<file path="config.mk">
export PLATFORM = sky130hd
export DESIGN_NAME = external_interrupt_sense
export DESIGN_NICKNAME = d
export VERILOG_FILES = /design/src/ext_irq_pkg.sv /design/src/pin_sense.sv /design/src/external_interrupt_sense.sv
export SDC_FILE = /design/constraint.sdc
export NUM_CORES = 1
export LEC_CHECK = 0
export BUFFER_PORTS_ARGS = -buffer_cell sky130_fd_sc_hd__buf_2
export CAP_MARGIN = 10
export CORE_MARGIN = 1
export CORE_UTILIZATION = 55
export CTS_BUF_LIST = sky130_fd_sc_hd__clkbuf_16
export DETAILED_ROUTE_END_ITERATION = 6
export PLACE_DENSITY = 0.82
export SYNTH_ARGS = -nofsm -noshare
export SYNTH_HDL_FRONTEND = slang
export SYNTH_SLANG_ARGS = --single-unit
</file>
<file path="constraint.sdc">
create_clock -name clk_sys -period 2.1 [get_ports clk_sys]
set_input_delay 0.21 -clock clk_sys [delete_from_list [all_inputs] [get_ports clk_sys]]
set_output_delay 0.21 -clock clk_sys [all_outputs]
set_load 0.01 [all_outputs]
</file>
<file path="src/ext_irq_pkg.sv">
// Package with register map, field layout and types of the external interrupt sense block
package ext_irq_pkg;

  localparam logic [7:0] SENSE_CONTROL_ADDR  = 8'h00;
  localparam logic [7:0] IRQ_MASK_ADDR       = 8'h01;
  localparam logic [7:0] CPU_FLAGS_ADDR      = 8'h02;
  localparam logic [7:0] PIN_STATUS_ADDR     = 8'h03;

  localparam logic [7:0] SENSE_CONTROL_RESET = 8'h00;
  localparam logic [7:0] IRQ_MASK_RESET      = 8'h00;
  localparam logic [7:0] CPU_FLAGS_RESET     = 8'h00;

  localparam int PIN_A_SENSE_LSB  = 0;
  localparam int PIN_B_SENSE_LSB  = 2;
  localparam int MASK_A_BIT       = 0;
  localparam int MASK_B_BIT       = 1;
  localparam int GLOBAL_IRQ_BIT   = 7;
  localparam int SENSE_FIELD_MASK = 8'h0f;

  typedef enum logic [1:0]
  {
    SENSE_LOW_LEVEL = 2'b00,
    SENSE_ANY_CHANGE = 2'b01,
    SENSE_FALLING = 2'b10,
    SENSE_RISING = 2'b11
  } sense_mode_type;

  typedef struct packed
  {
    logic [7:0] addr;
    logic [7:0] wdata;
    logic       write;
    logic       read;
  } reg_req_type;

endpackage : ext_irq_pkg

</file>
<file path="src/pin_sense.sv">
// One pin's sampler, edge detector and trigger select
`timescale 1ns/1ps

module pin_sense
(
  input  wire logic                       clk_sys,
  input  wire logic                       rst_b,
  input  wire logic                       pinLevel,
  input  wire ext_irq_pkg::sense_mode_type mode,
  output logic                            trigger,
  output logic                            sampled
);

  logic syncFirst;
  logic syncSecond;
  logic previous;

  wire risingEdge  = syncSecond & ~previous;
  wire fallingEdge = ~syncSecond & previous;
  wire anyChange   = syncSecond ^ previous;

  // Reset state high avoids a false edge on a pin that idles high
  always_ff @(posedge clk_sys or negedge rst_b)
  begin
    if (!rst_b)
    begin
      syncFirst  <= 1'b1;
      syncSecond <= 1'b1;
      previous   <= 1'b1;
    end
    else
    begin
      syncFirst  <= pinLevel;
      syncSecond <= syncFirst;
      previous   <= syncSecond;
    end
  end

  logic next_trigger;

  always_comb
  begin
    case (mode)
      ext_irq_pkg::SENSE_LOW_LEVEL:  next_trigger = ~syncSecond;
      ext_irq_pkg::SENSE_ANY_CHANGE: next_trigger = anyChange;
      ext_irq_pkg::SENSE_FALLING:    next_trigger = fallingEdge;
      ext_irq_pkg::SENSE_RISING:     next_trigger = risingEdge;
      default:                       next_trigger = 1'b0;
    endcase
  end

  always_ff @(posedge clk_sys or negedge rst_b)
  begin
    if (!rst_b)
    begin
      trigger <= 1'b0;
      sampled <= 1'b1;
    end
    else
    begin
      trigger <= next_trigger;
      sampled <= syncSecond;
    end
  end

endmodule : pin_sense

</file>
<file path="src/external_interrupt_sense.sv">
// Top of the external interrupt sense logic for two pins with register port
//
// Summary of operation
// - Pin B request reaches core only with global enable and pin B mask set.
// - Pin A request reaches core only with global enable and pin A mask set.
// - Control bits 3:2 pick pin B trigger: low, change, falling, rising.
// - Control bits 1:0 pick pin A trigger with the same four codes.
// - Pins are sampled on the clock; edges come from sampled values.
// - Edge or change modes catch every pulse longer than one clock.
`timescale 1ns/1ps

module external_interrupt_sense
(
  input  wire logic       clk_sys,
  input  wire logic       rst_b,
  input  wire logic       ext_irq_pin_a,
  input  wire logic       ext_irq_pin_b,
  input  wire logic [7:0] regAddr,
  input  wire logic [7:0] regWriteData,
  input  wire logic       regWrite,
  input  wire logic       regRead,
  output logic      [7:0] regReadData,
  output logic            irqRequestA,
  output logic            irqRequestB
);

  // Register map, every register eight bits wide and fully decoded:
  //   sense control  pin B code in bits 3:2, pin A code in bits 1:0
  //   request mask   bit 0 pin A, bit 1 pin B, other bits read as zero
  //   cpu flags      bit 7 global enable, remaining bits only stored
  //   pin status     read only, synchronised levels, pin A in bit 0
  localparam logic [7:0] SENSE_WRITABLE = 8'(ext_irq_pkg::SENSE_FIELD_MASK);
  localparam logic [7:0] MASK_WRITABLE  =
    8'((1 << ext_irq_pkg::MASK_A_BIT) | (1 << ext_irq_pkg::MASK_B_BIT));

  // One address compare shared by every register write strobe
  function automatic logic addrHit
  (
    input ext_irq_pkg::reg_req_type req,
    input logic [7:0]               addr
  );
    addrHit = (req.addr == addr);
  endfunction : addrHit

  // Both pins take their trigger code from a two-bit slice of the control register
  function automatic ext_irq_pkg::sense_mode_type senseField
  (
    input logic [7:0] control,
    input int         lsb
  );
    senseField = ext_irq_pkg::sense_mode_type'(control[lsb +: 2]);
  endfunction : senseField

  // Bits that are not implemented are dropped on write, so they read back as zero
  function automatic logic [7:0] keepWritable
  (
    input logic [7:0] data,
    input logic [7:0] writable
  );
    keepWritable = data & writable;
  endfunction : keepWritable

  // Unmapped addresses read as zero, so software can probe the map safely
  function automatic logic [7:0] readSelect
  (
    input logic [7:0] addr,
    input logic [7:0] sense,
    input logic [7:0] mask,
    input logic [7:0] flags,
    input logic [7:0] status
  );
    case (addr)
      ext_irq_pkg::SENSE_CONTROL_ADDR: readSelect = sense;
      ext_irq_pkg::IRQ_MASK_ADDR:      readSelect = mask;
      ext_irq_pkg::CPU_FLAGS_ADDR:     readSelect = flags;
      ext_irq_pkg::PIN_STATUS_ADDR:    readSelect = status;
      default:                         readSelect = 8'h00;
    endcase
  endfunction : readSelect

  // A request passes only while its own mask bit and the global enable are both set
  function automatic logic gateRequest
  (
    input logic       trigger,
    input logic [7:0] flags,
    input logic [7:0] mask,
    input int         maskBit
  );
    gateRequest = trigger & flags[ext_irq_pkg::GLOBAL_IRQ_BIT] & mask[maskBit];
  endfunction : gateRequest

  ext_irq_pkg::reg_req_type busReq;
  assign busReq = '{addr: regAddr, wdata: regWriteData, write: regWrite, read: regRead};

  logic [7:0] ext_int_sense_control;
  logic [7:0] irqMask;
  logic [7:0] cpu_flags_register;

  wire writeSense = busReq.write && addrHit(busReq, ext_irq_pkg::SENSE_CONTROL_ADDR);
  wire writeMask  = busReq.write && addrHit(busReq, ext_irq_pkg::IRQ_MASK_ADDR);
  wire writeFlags = busReq.write && addrHit(busReq, ext_irq_pkg::CPU_FLAGS_ADDR);

  always_ff @(posedge clk_sys or negedge rst_b)
  begin
    if (!rst_b)
    begin
      ext_int_sense_control <= ext_irq_pkg::SENSE_CONTROL_RESET;
    end
    else if (writeSense)
    begin
      ext_int_sense_control <= keepWritable(busReq.wdata, SENSE_WRITABLE);
    end
  end

  always_ff @(posedge clk_sys or negedge rst_b)
  begin
    if (!rst_b)
    begin
      irqMask <= ext_irq_pkg::IRQ_MASK_RESET;
    end
    else if (writeMask)
    begin
      irqMask <= keepWritable(busReq.wdata, MASK_WRITABLE);
    end
  end

  // All eight flag bits are stored; only the global enable bit acts here
  always_ff @(posedge clk_sys or negedge rst_b)
  begin
    if (!rst_b)
    begin
      cpu_flags_register <= ext_irq_pkg::CPU_FLAGS_RESET;
    end
    else if (writeFlags)
    begin
      cpu_flags_register <= busReq.wdata;
    end
  end

  wire ext_irq_pkg::sense_mode_type pin_a_sense_select =
    senseField(ext_int_sense_control, ext_irq_pkg::PIN_A_SENSE_LSB);
  wire ext_irq_pkg::sense_mode_type pin_b_sense_select =
    senseField(ext_int_sense_control, ext_irq_pkg::PIN_B_SENSE_LSB);

  logic triggerA;
  logic triggerB;
  logic sampledA;
  logic sampledB;

  // Each pin has its own sampler, so both may raise a request in the same cycle
  pin_sense senseA
  (
    .clk_sys  (clk_sys),
    .rst_b    (rst_b),
    .pinLevel (ext_irq_pin_a),
    .mode     (pin_a_sense_select),
    .trigger  (triggerA),
    .sampled  (sampledA)
  );

  pin_sense senseB
  (
    .clk_sys  (clk_sys),
    .rst_b    (rst_b),
    .pinLevel (ext_irq_pin_b),
    .mode     (pin_b_sense_select),
    .trigger  (triggerB),
    .sampled  (sampledB)
  );

  // Gating is combinational on the trigger so a masked edge is dropped, not held
  wire next_irqRequestA = gateRequest(triggerA, cpu_flags_register, irqMask,
    ext_irq_pkg::MASK_A_BIT);
  wire next_irqRequestB = gateRequest(triggerB, cpu_flags_register, irqMask,
    ext_irq_pkg::MASK_B_BIT);

  wire [7:0] pinStatus = {6'h00, sampledB, sampledA};

  // Read data is valid only in the cycle after the strobe, zero otherwise
  wire [7:0] next_regReadData = busReq.read ?
    readSelect(busReq.addr, ext_int_sense_control, irqMask, cpu_flags_register, pinStatus) :
    8'h00;

  always_ff @(posedge clk_sys or negedge rst_b)
  begin
    if (!rst_b)
    begin
      regReadData <= 8'h00;
    end
    else
    begin
      regReadData <= next_regReadData;
    end
  end

  // Requests are registered so the core never sees a combinational glitch
  always_ff @(posedge clk_sys or negedge rst_b)
  begin
    if (!rst_b)
    begin
      irqRequestA <= 1'b0;
    end
    else
    begin
      irqRequestA <= next_irqRequestA;
    end
  end

  always_ff @(posedge clk_sys or negedge rst_b)
  begin
    if (!rst_b)
    begin
      irqRequestB <= 1'b0;
    end
    else
    begin
      irqRequestB <= next_irqRequestB;
    end
  end

endmodule : external_interrupt_sense

</file>
==> key figures, run 1 <==
Run status
  – Status: complete, no violations

Yosys
  – Seq/Total Area, Yosys: 0.6242
  – Synthesis-stage register bit count: 32
  – Synth unique cells: 18
  – Portion of netlist area occupied by mux cells: 0.2068
  – Largest family of logic cells by synthesized area: multiplexers
  – Post-Syn Area: 0.001295 mm²
  – Adder-cell share of the synthesized area: 0.03865
  – Mean Syn Cell Area: 15.60 µm²
  – Syn Inst Count: 83
  – Synth Net Count: 109
  – Xor-xnor portion of the synthesized cell area: 0
  – Simple-gate share of the synthesized area: 0.1092
  – Yosys warns: 0
  – Compound-cell area share of the yosys netlist: 0

Setup path
  – WP data arrival: 1.60 ns
  – CP Data Required Time: 2.24 ns
  – Cell breakdown of the critical path: inv_1, ha_1, inv_1, mux4_2
  – Crit start category: flip-flop
  – R2R cell count: 4
  – CP most frequent cell: inv_1
  – Worst path max stage delay: 0.54 ns
  – Worst path slowest cell: dfstp_2
  – Critical path class: reg -> reg
  – Crit end category: flip-flop
  – Internal reg-to-reg setup slack: 0.64 ns
  – CP Max Fanout: 3

CTS
  – Clock slew at reported path FFs: 0.05 ns
  – # resized after CTS: 0
  – CTS buffer count: 5
  – Worst skew pair latency: 0.27 ns
  – Clock Sink Count: 32
  – TritonCTS clock tree: yes
  – H-tree levels: 2
  – Root Buffer: clkbuf_16
  – CTS max path bufs: 2

GRT
  – Largest net degree at the start of global routing: 33
  – Total GRT Usage: 0.2145
  – First-pass GRT wire length: 3657 µm
  – Total grt overflow: 0
  – Initial antenna violation count: 0
  – Vias in the first global route: 762

Timing
  – Pin slew with the least headroom to its limit: 0.6738 ns
  – Final Skew: 0.005044 ns
  – RSZ-0062 raised after global routing: no
  – Max-slew violation count: 0
  – Setup Viol. Count Final: 0
  – Final Cycle Share: 0.6970
  – Hold Vio Cnt, Final: 0
  – Fin crit period: 1.464 ns
  – Slew Limit Headroom: 0.5508
  – Setup TNS: 0 ns
  – Min Hold Slack: 0.03792 ns
  – F_max: 683.2 MHz

Placement
  – GPL Wtd Cong: 0.7701
  – Port Buffers: 31
  – Dpl hpwl: 1674 µm
  – Placed cell area: 0.001480 mm²

Route
  – Detailed-route wire length per cell: 15.25 µm
  – Residual DRC: 0
  – Initial DRC count: 17
  – Drt pass-1 iters: 4
  – Routed vias/inst: 5.329
  – Via count: 794
  – Post-route ant nets: 0
  – Routed WL: 2272 µm

Min path
  – Hold Crit Class: in -> reg
  – Hold depth: 1

Final layout
  – Commonest non-fill, non-tap cell in the layout: buf_2
  – Design Area, Final: 0.001623 mm²
  – Area occupied by multi-input gates: 459.2 µm²
  – Commonest cells after routing, fill and taps aside: buf_2, dfrtp_1, mux2_2
  – # fillers: 154
  – Share of cells above drive strength 1: 0.5207
  – Seq. cell area: 808.3 µm²
  – Final nets: 147
  – Diode count: 0
  – Area delta synth->final: 25.31%

Flow run
  – MaxCap Viol Count: 0

Die
  – I/O Pins: 32
  – Chip Width: 50.53 µm
  – Starting Density: 0.5854
  – Core ar.: 0.002212 mm²
  – Die span in y: 50.53 µm
  – Die ar.: 0.002553 mm²
  – Cell Rows: 17

Power and ir drop
  – P_leak: 0.8664 nW
  – Tot Pwr: 1.389 mW
  – Peak supply drop: 719.3 µV
  – Power Density: 856.2 mW/mm²
## path summary, 6_finish.rpt
| path | from | endpoint |
|---|---|---|
| min in group asynchronous | rst_b | regReadData[1] |
| worst min register to register | senseB.syncFirst | senseB.syncSecond |
| worst max-delay path | senseA.previous | senseA.trigger |
| max in group asynchronous | rst_b | cpu_flags_register[5] |
| worst min-delay path | ext_irq_pin_b | senseB.syncFirst |
| worst max register to register | senseA.previous | senseA.trigger |
## worst max-delay path: cells and delay by family (launching register included)
kind / cells / cell delay [ns]
adder cells (fa/ha/maj): 1 / 0.26
multiplexers: 1 / 0.45
flip-flops: 1 / 0.54
buffers and inverters: 2 / 0.09
## metal layers
metal / up-vias / global-route usage / wire length [µm]
li1: 364 / - / -
met1: 391 / 0.2573 / 937
met3: 2 / 0.09394 / 175
met4: 0 / 0.09722 / 13
met2: 37 / 0.3333 / 1144
met5: - / 0 / 0
## power breakdown
group / total, mW / switching (mW) / internal (mW)
logic: 0.0841 / 0.0404 / 0.0437
clock network: 0.646 / 0.225 / 0.421
registers: 0.659 / 0.0138 / 0.646
## cell type report
| type | instances | area share |
|---|---|---|
| inverter | 6 | 0.01388 |
| clock inverter | 2 | 0.004626 |
| tap | 28 | 0.02159 |
| sequential | 32 | 0.4981 |
| multi-input combinational | 44 | 0.2830 |
| clock buffer | 5 | 0.07710 |
| timing repair buffer | 32 | 0.1018 |
## cell families (layout without fill, tap and decap cells)
| kind of cell | count (synthesis) | after routing |
|---|---|---|
| buffers and inverters | 7 | 45 |
| AND/OR/NAND/NOR | 20 | 20 |
| adder cells (fa/ha/maj) | 4 | 4 |
| flip-flops | 32 | 32 |
| multiplexers | 20 | 20 |
## repair_timing
| item | CTS | global route |
|---|---|---|
| buffers inserted | 0 | 0 |
| hold buffers | 1 | 0 |
| endpoints found under the hold margin | 26 | 0 |
## synthesized netlist by cell type (all sizes together)
master	n	share of area
and2	4	0.019
and4	1	0.0077
mux2	14	0.12
ha	4	0.039
and3	2	0.0097
dfrtp	26	0.50
buf	1	0.0039
dfstp	6	0.12
nor2b	4	0.019
nand4	3	0.019
nor2	2	0.0058
nand3	1	0.0039
mux2i	2	0.015
nor4	1	0.016
mux4	4	0.070
nor3	2	0.0077
inv	6	0.017
## registers in the layout, indices dropped and copies added, names as in the netlist, 2 cells and up
name                   flops
cpu_flags_register         8
ext_int_sense_control      4
irqMask                    2
regReadData                8
## through the flow
| stage | setup WS (ns) | utilization | cells |
|---|---|---|---|
| 2_1_floorplan | 0.6993 | - | 83 |
| 3_3_place_gp | 0.6320 | 0.6691 | 141 |
| 3_5_place_dp | 0.5749 | 0.6691 | 141 |
| 4_1_cts | 0.6295 | 0.7336 | 149 |
| 5_1_grt | 0.5821 | 0.7336 | 149 |
| 6_report | 0.6362 | 0.7336 | 149 |
Note: power is estimated with default switching activity, not from simulation.
==> run 2: changes to the inputs <==
--- a/config.mk
+++ b/config.mk
@@ -5,13 +5,14 @@
 export SDC_FILE = /design/constraint.sdc
 export NUM_CORES = 1
 export LEC_CHECK = 0
+export ABC_AREA = 1
 export BUFFER_PORTS_ARGS = -buffer_cell sky130_fd_sc_hd__buf_2
 export CAP_MARGIN = 10
 export CORE_MARGIN = 1
-export CORE_UTILIZATION = 55
+export CORE_UTILIZATION = 47
 export CTS_BUF_LIST = sky130_fd_sc_hd__clkbuf_16
 export DETAILED_ROUTE_END_ITERATION = 6
-export PLACE_DENSITY = 0.82
+export PLACE_DENSITY = 0.74
 export SYNTH_ARGS = -nofsm -noshare
 export SYNTH_HDL_FRONTEND = slang
 export SYNTH_SLANG_ARGS = --single-unit
==> constraint.sdc (replaced) <==
create_clock -name clk_sys -period 1.3 [get_ports clk_sys]
set_input_delay 0.13 -clock clk_sys [delete_from_list [all_inputs] [get_ports clk_sys]]
set_output_delay 0.13 -clock clk_sys [all_outputs]
set_load 0.01 [all_outputs]
==> run 2 against run 1 <==
  * Critical endpoint unchanged
  * Design area increased by 10%
  * Largest power group unchanged
  * Critical path depth increased by 1
  * Combinational power grew 85%
  * Largest cell class unchanged
  * Global-route usage is 0.68 points lower
  * Cell count up 52%
  * Sequential power increased by 62%
  * Non-clock buffer count grew 7
  * Worst setup slack got worse by 0.54 ns
  * Utilization is 9.0 points lower
  * Synthesized area increased by 7.1%
==> key figures, run 2 <==
Power and ir drop
  – P_leak: 0.9772 nW
  – Tot Pwr: 2.282 mW
  – Power Density: 1274 mW/mm²
  – Peak supply drop: 1189 µV

GRT
  – Total grt overflow: 0
  – Initial antenna violation count: 0
  – Total GRT Usage: 0.2076
  – First-pass GRT wire length: 4850 µm
  – Vias in the first global route: 1123
  – Largest net degree at the start of global routing: 18

CTS
  – Root Buffer: clkbuf_16
  – H-tree levels: 2
  – Worst skew pair latency: 0.27 ns
  – CTS max path bufs: 2
  – Clock slew at reported path FFs: 0.05 ns
  – CTS buffer count: 5
  – Clock Sink Count: 32
  – TritonCTS clock tree: yes

Final layout
  – Design Area, Final: 0.001790 mm²
  – Share of cells above drive strength 1: 0.3282
  – Post-layout util: 0.6437
  – Commonest non-fill, non-tap cell in the layout: nand2_1
  – Commonest cells after routing, fill and taps aside: nand2_1, buf_2, dfrtp_1
  – Biggest regs: cpu_flags_register (8), regReadData (8), ext_int_sense_control (4)
  – Fin cells: 226
  – Area delta synth->final: 29.04%
  – Final nets: 220
  – Diode count: 0

Route
  – Via count: 1084
  – Routed WL: 2806 µm
  – Drt pass-1 iters: 4
  – Initial DRC count: 24
  – Residual DRC: 0
  – Routed vias/inst: 4.796
  – Detailed-route wire length per cell: 12.42 µm
  – Post-route ant nets: 0

Die
  – Core ar.: 0.002781 mm²
  – Starting Density: 0.4989
  – Cell Rows: 19
  – Die ar.: 0.003174 mm²
  – I/O Pins: 32
  – Chip Width: 56.34 µm
  – Die span in y: 56.34 µm

Yosys
  – Post-synthesis async set-or-reset flop share: 1.000
  – Post-Syn Area: 0.001388 mm²
  – Mean Syn Cell Area: 9.313 µm²
  – Biggest area consumer among synthesized cells: dfrtp_1
  – Count leader, synth: nand2_1
  – Synth Net Count: 175
  – EDFF count, synth: 0
  – Synthesis-stage register bit count: 32
  – Yosys warns: 0
  – Compound-cell area share of the yosys netlist: 0.1010
  – Yosys top cell area share: 0.4689
  – Adder-cell share of the synthesized area: 0.03607
  – Seq/Total Area, Yosys: 0.5825
  – Xor-xnor portion of the synthesized cell area: 0
  – Top_reg_cell synth: dfrtp_1
  – Top cells by count, synth: nand2_1, dfrtp_1, nor2_1, inv_1, o21ai_0
  – Syn Inst Count: 149
  – Simple-gate share of the synthesized area: 0.2209
  – Portion of netlist area occupied by mux cells: 0
  – Largest family of logic cells by synthesized area: simple AND/OR/NAND/NOR gates
  – Synth top area cells: dfrtp_1, dfstp_2, nand2_1
  – Synth unique cells: 17

Timing
  – PnR worst setup slack: 0.09871 ns
  – Setup TNS: 0 ns
  – Slew Limit Headroom: 0.7275
  – Final Skew: 0.004376 ns
  – Fin crit period: 1.201 ns
  – Final Cycle Share: 0.9241
  – Setup Viol. Count Final: 0
  – F_max: 832.4 MHz
  – Max-slew violation count: 0
  – Pin slew with the least headroom to its limit: 0.4088 ns
  – Hold Vio Cnt, Final: 0
  – Min Hold Slack: 0.1030 ns

Setup path
  – Internal reg-to-reg setup slack: 0.1 ns
  – Critical path class: reg -> reg
  – CP Data Required Time: 1.49 ns
  – Worst path slowest cell: dfstp_2
  – WP data arrival: 1.40 ns
  – Crit end category: flip-flop
  – CP most frequent cell: o21ai_1
  – Cell breakdown of the critical path: inv_1, ha_1, a21oi_2, o21ai_1, o21ai_1
  – CP Max Fanout: 2
  – Crit start category: flip-flop
  – Worst path max stage delay: 0.52 ns

Placement
  – Placed cell area: 0.001605 mm²
  – GPL Wtd Cong: 0.7701
  – Port Buffers: 31
  – Pre-CTS setup slack: 0.05531 ns
  – Dpl hpwl: 2014 µm
  – Dpl cells: 213

Min path
  – Hold Crit Class: in -> reg

Run status
  – Status: complete, no violations

Flow run
  – MaxCap Viol Count: 0
-- run 2: cell types whose count changed in the layout (fill, tap and decap cells not counted), moves of 3 or more --
cell,previous run,this run
o21ai_2,0,4
nor2_1,2,25
o21ai_1,0,3
inv_1,8,20
mux2_2,14,0
mux4_2,4,0
nor2b_1,4,0
a21oi_2,0,5
buf_4,0,4
nor2_4,0,3
o21ai_0,0,9
and2_1,4,0
nand2_1,0,37
-- run 2: layout make-up --
cell class	instances	area, µm²
clock buffer	5	125.1
clock inverter	3	11.26
fill	237	991.0
inverter	19	71.32
multi-input combinational	97	500.5
sequential	32	808.3
tap	31	38.79
timing repair buffer	39	235.2
-- run 2: metal layers --
layer,track usage,share of wire,up-vias
met5,0,0,-
met1,0.2282,0.39,501
met3,0.05991,0.053,7
met4,0.1150,0.020,0
li1,-,-,544
met2,0.3588,0.53,32
-- run 2: worst max-delay path: cells and delay by family, from the launching register on --
| family | cells | cell delay (ns) |
|---|---|---|
| AOI/OAI and AO/OA | 3 | 0.27 |
| DFF | 1 | 0.52 |
| adders and majority gates | 1 | 0.29 |
| buffers and inverters | 1 | 0.04 |
-- run 2: final timing paths --
| check | from | end | cells past startpoint |
|---|---|---|---|
| min in group asynchronous | rst_b | cpu_flags_register[6] | 2 |
| setup reg to reg | senseA.previous | senseA.trigger | 5 |
| setup / recovery | senseA.previous | senseA.trigger | 5 |
| hold reg to reg | senseA.syncFirst | senseA.syncSecond | 0 |
| max in group asynchronous | rst_b | senseB.previous | 3 |
| hold / removal | regWriteData[7] | cpu_flags_register[7] | 3 |
-- run 2: cells by family (layout without fill, tap and decap cells) --
kind of cell	count (synthesis)	in the layout
AO/OA/AOI/OAI	22	22
adder cells (fa/ha/maj)	4	4
buffers and inverters	20	66
flip-flops	32	32
AND/OR/NAND/NOR	71	71
-- run 2: report_power, final --
part	internal, mW	switching (mW)
Clock	0.685	0.370
Sequential	1.05	0.0256
Combinational	0.0699	0.0861
-- run 2: timing repair --
action,4_1_cts,5_1_grt
buffers inserted,0,2
endpoints found under the setup margin,0,2
hold buffers,3,0
hold endpoints to repair,17,0
resized for setup,0,4
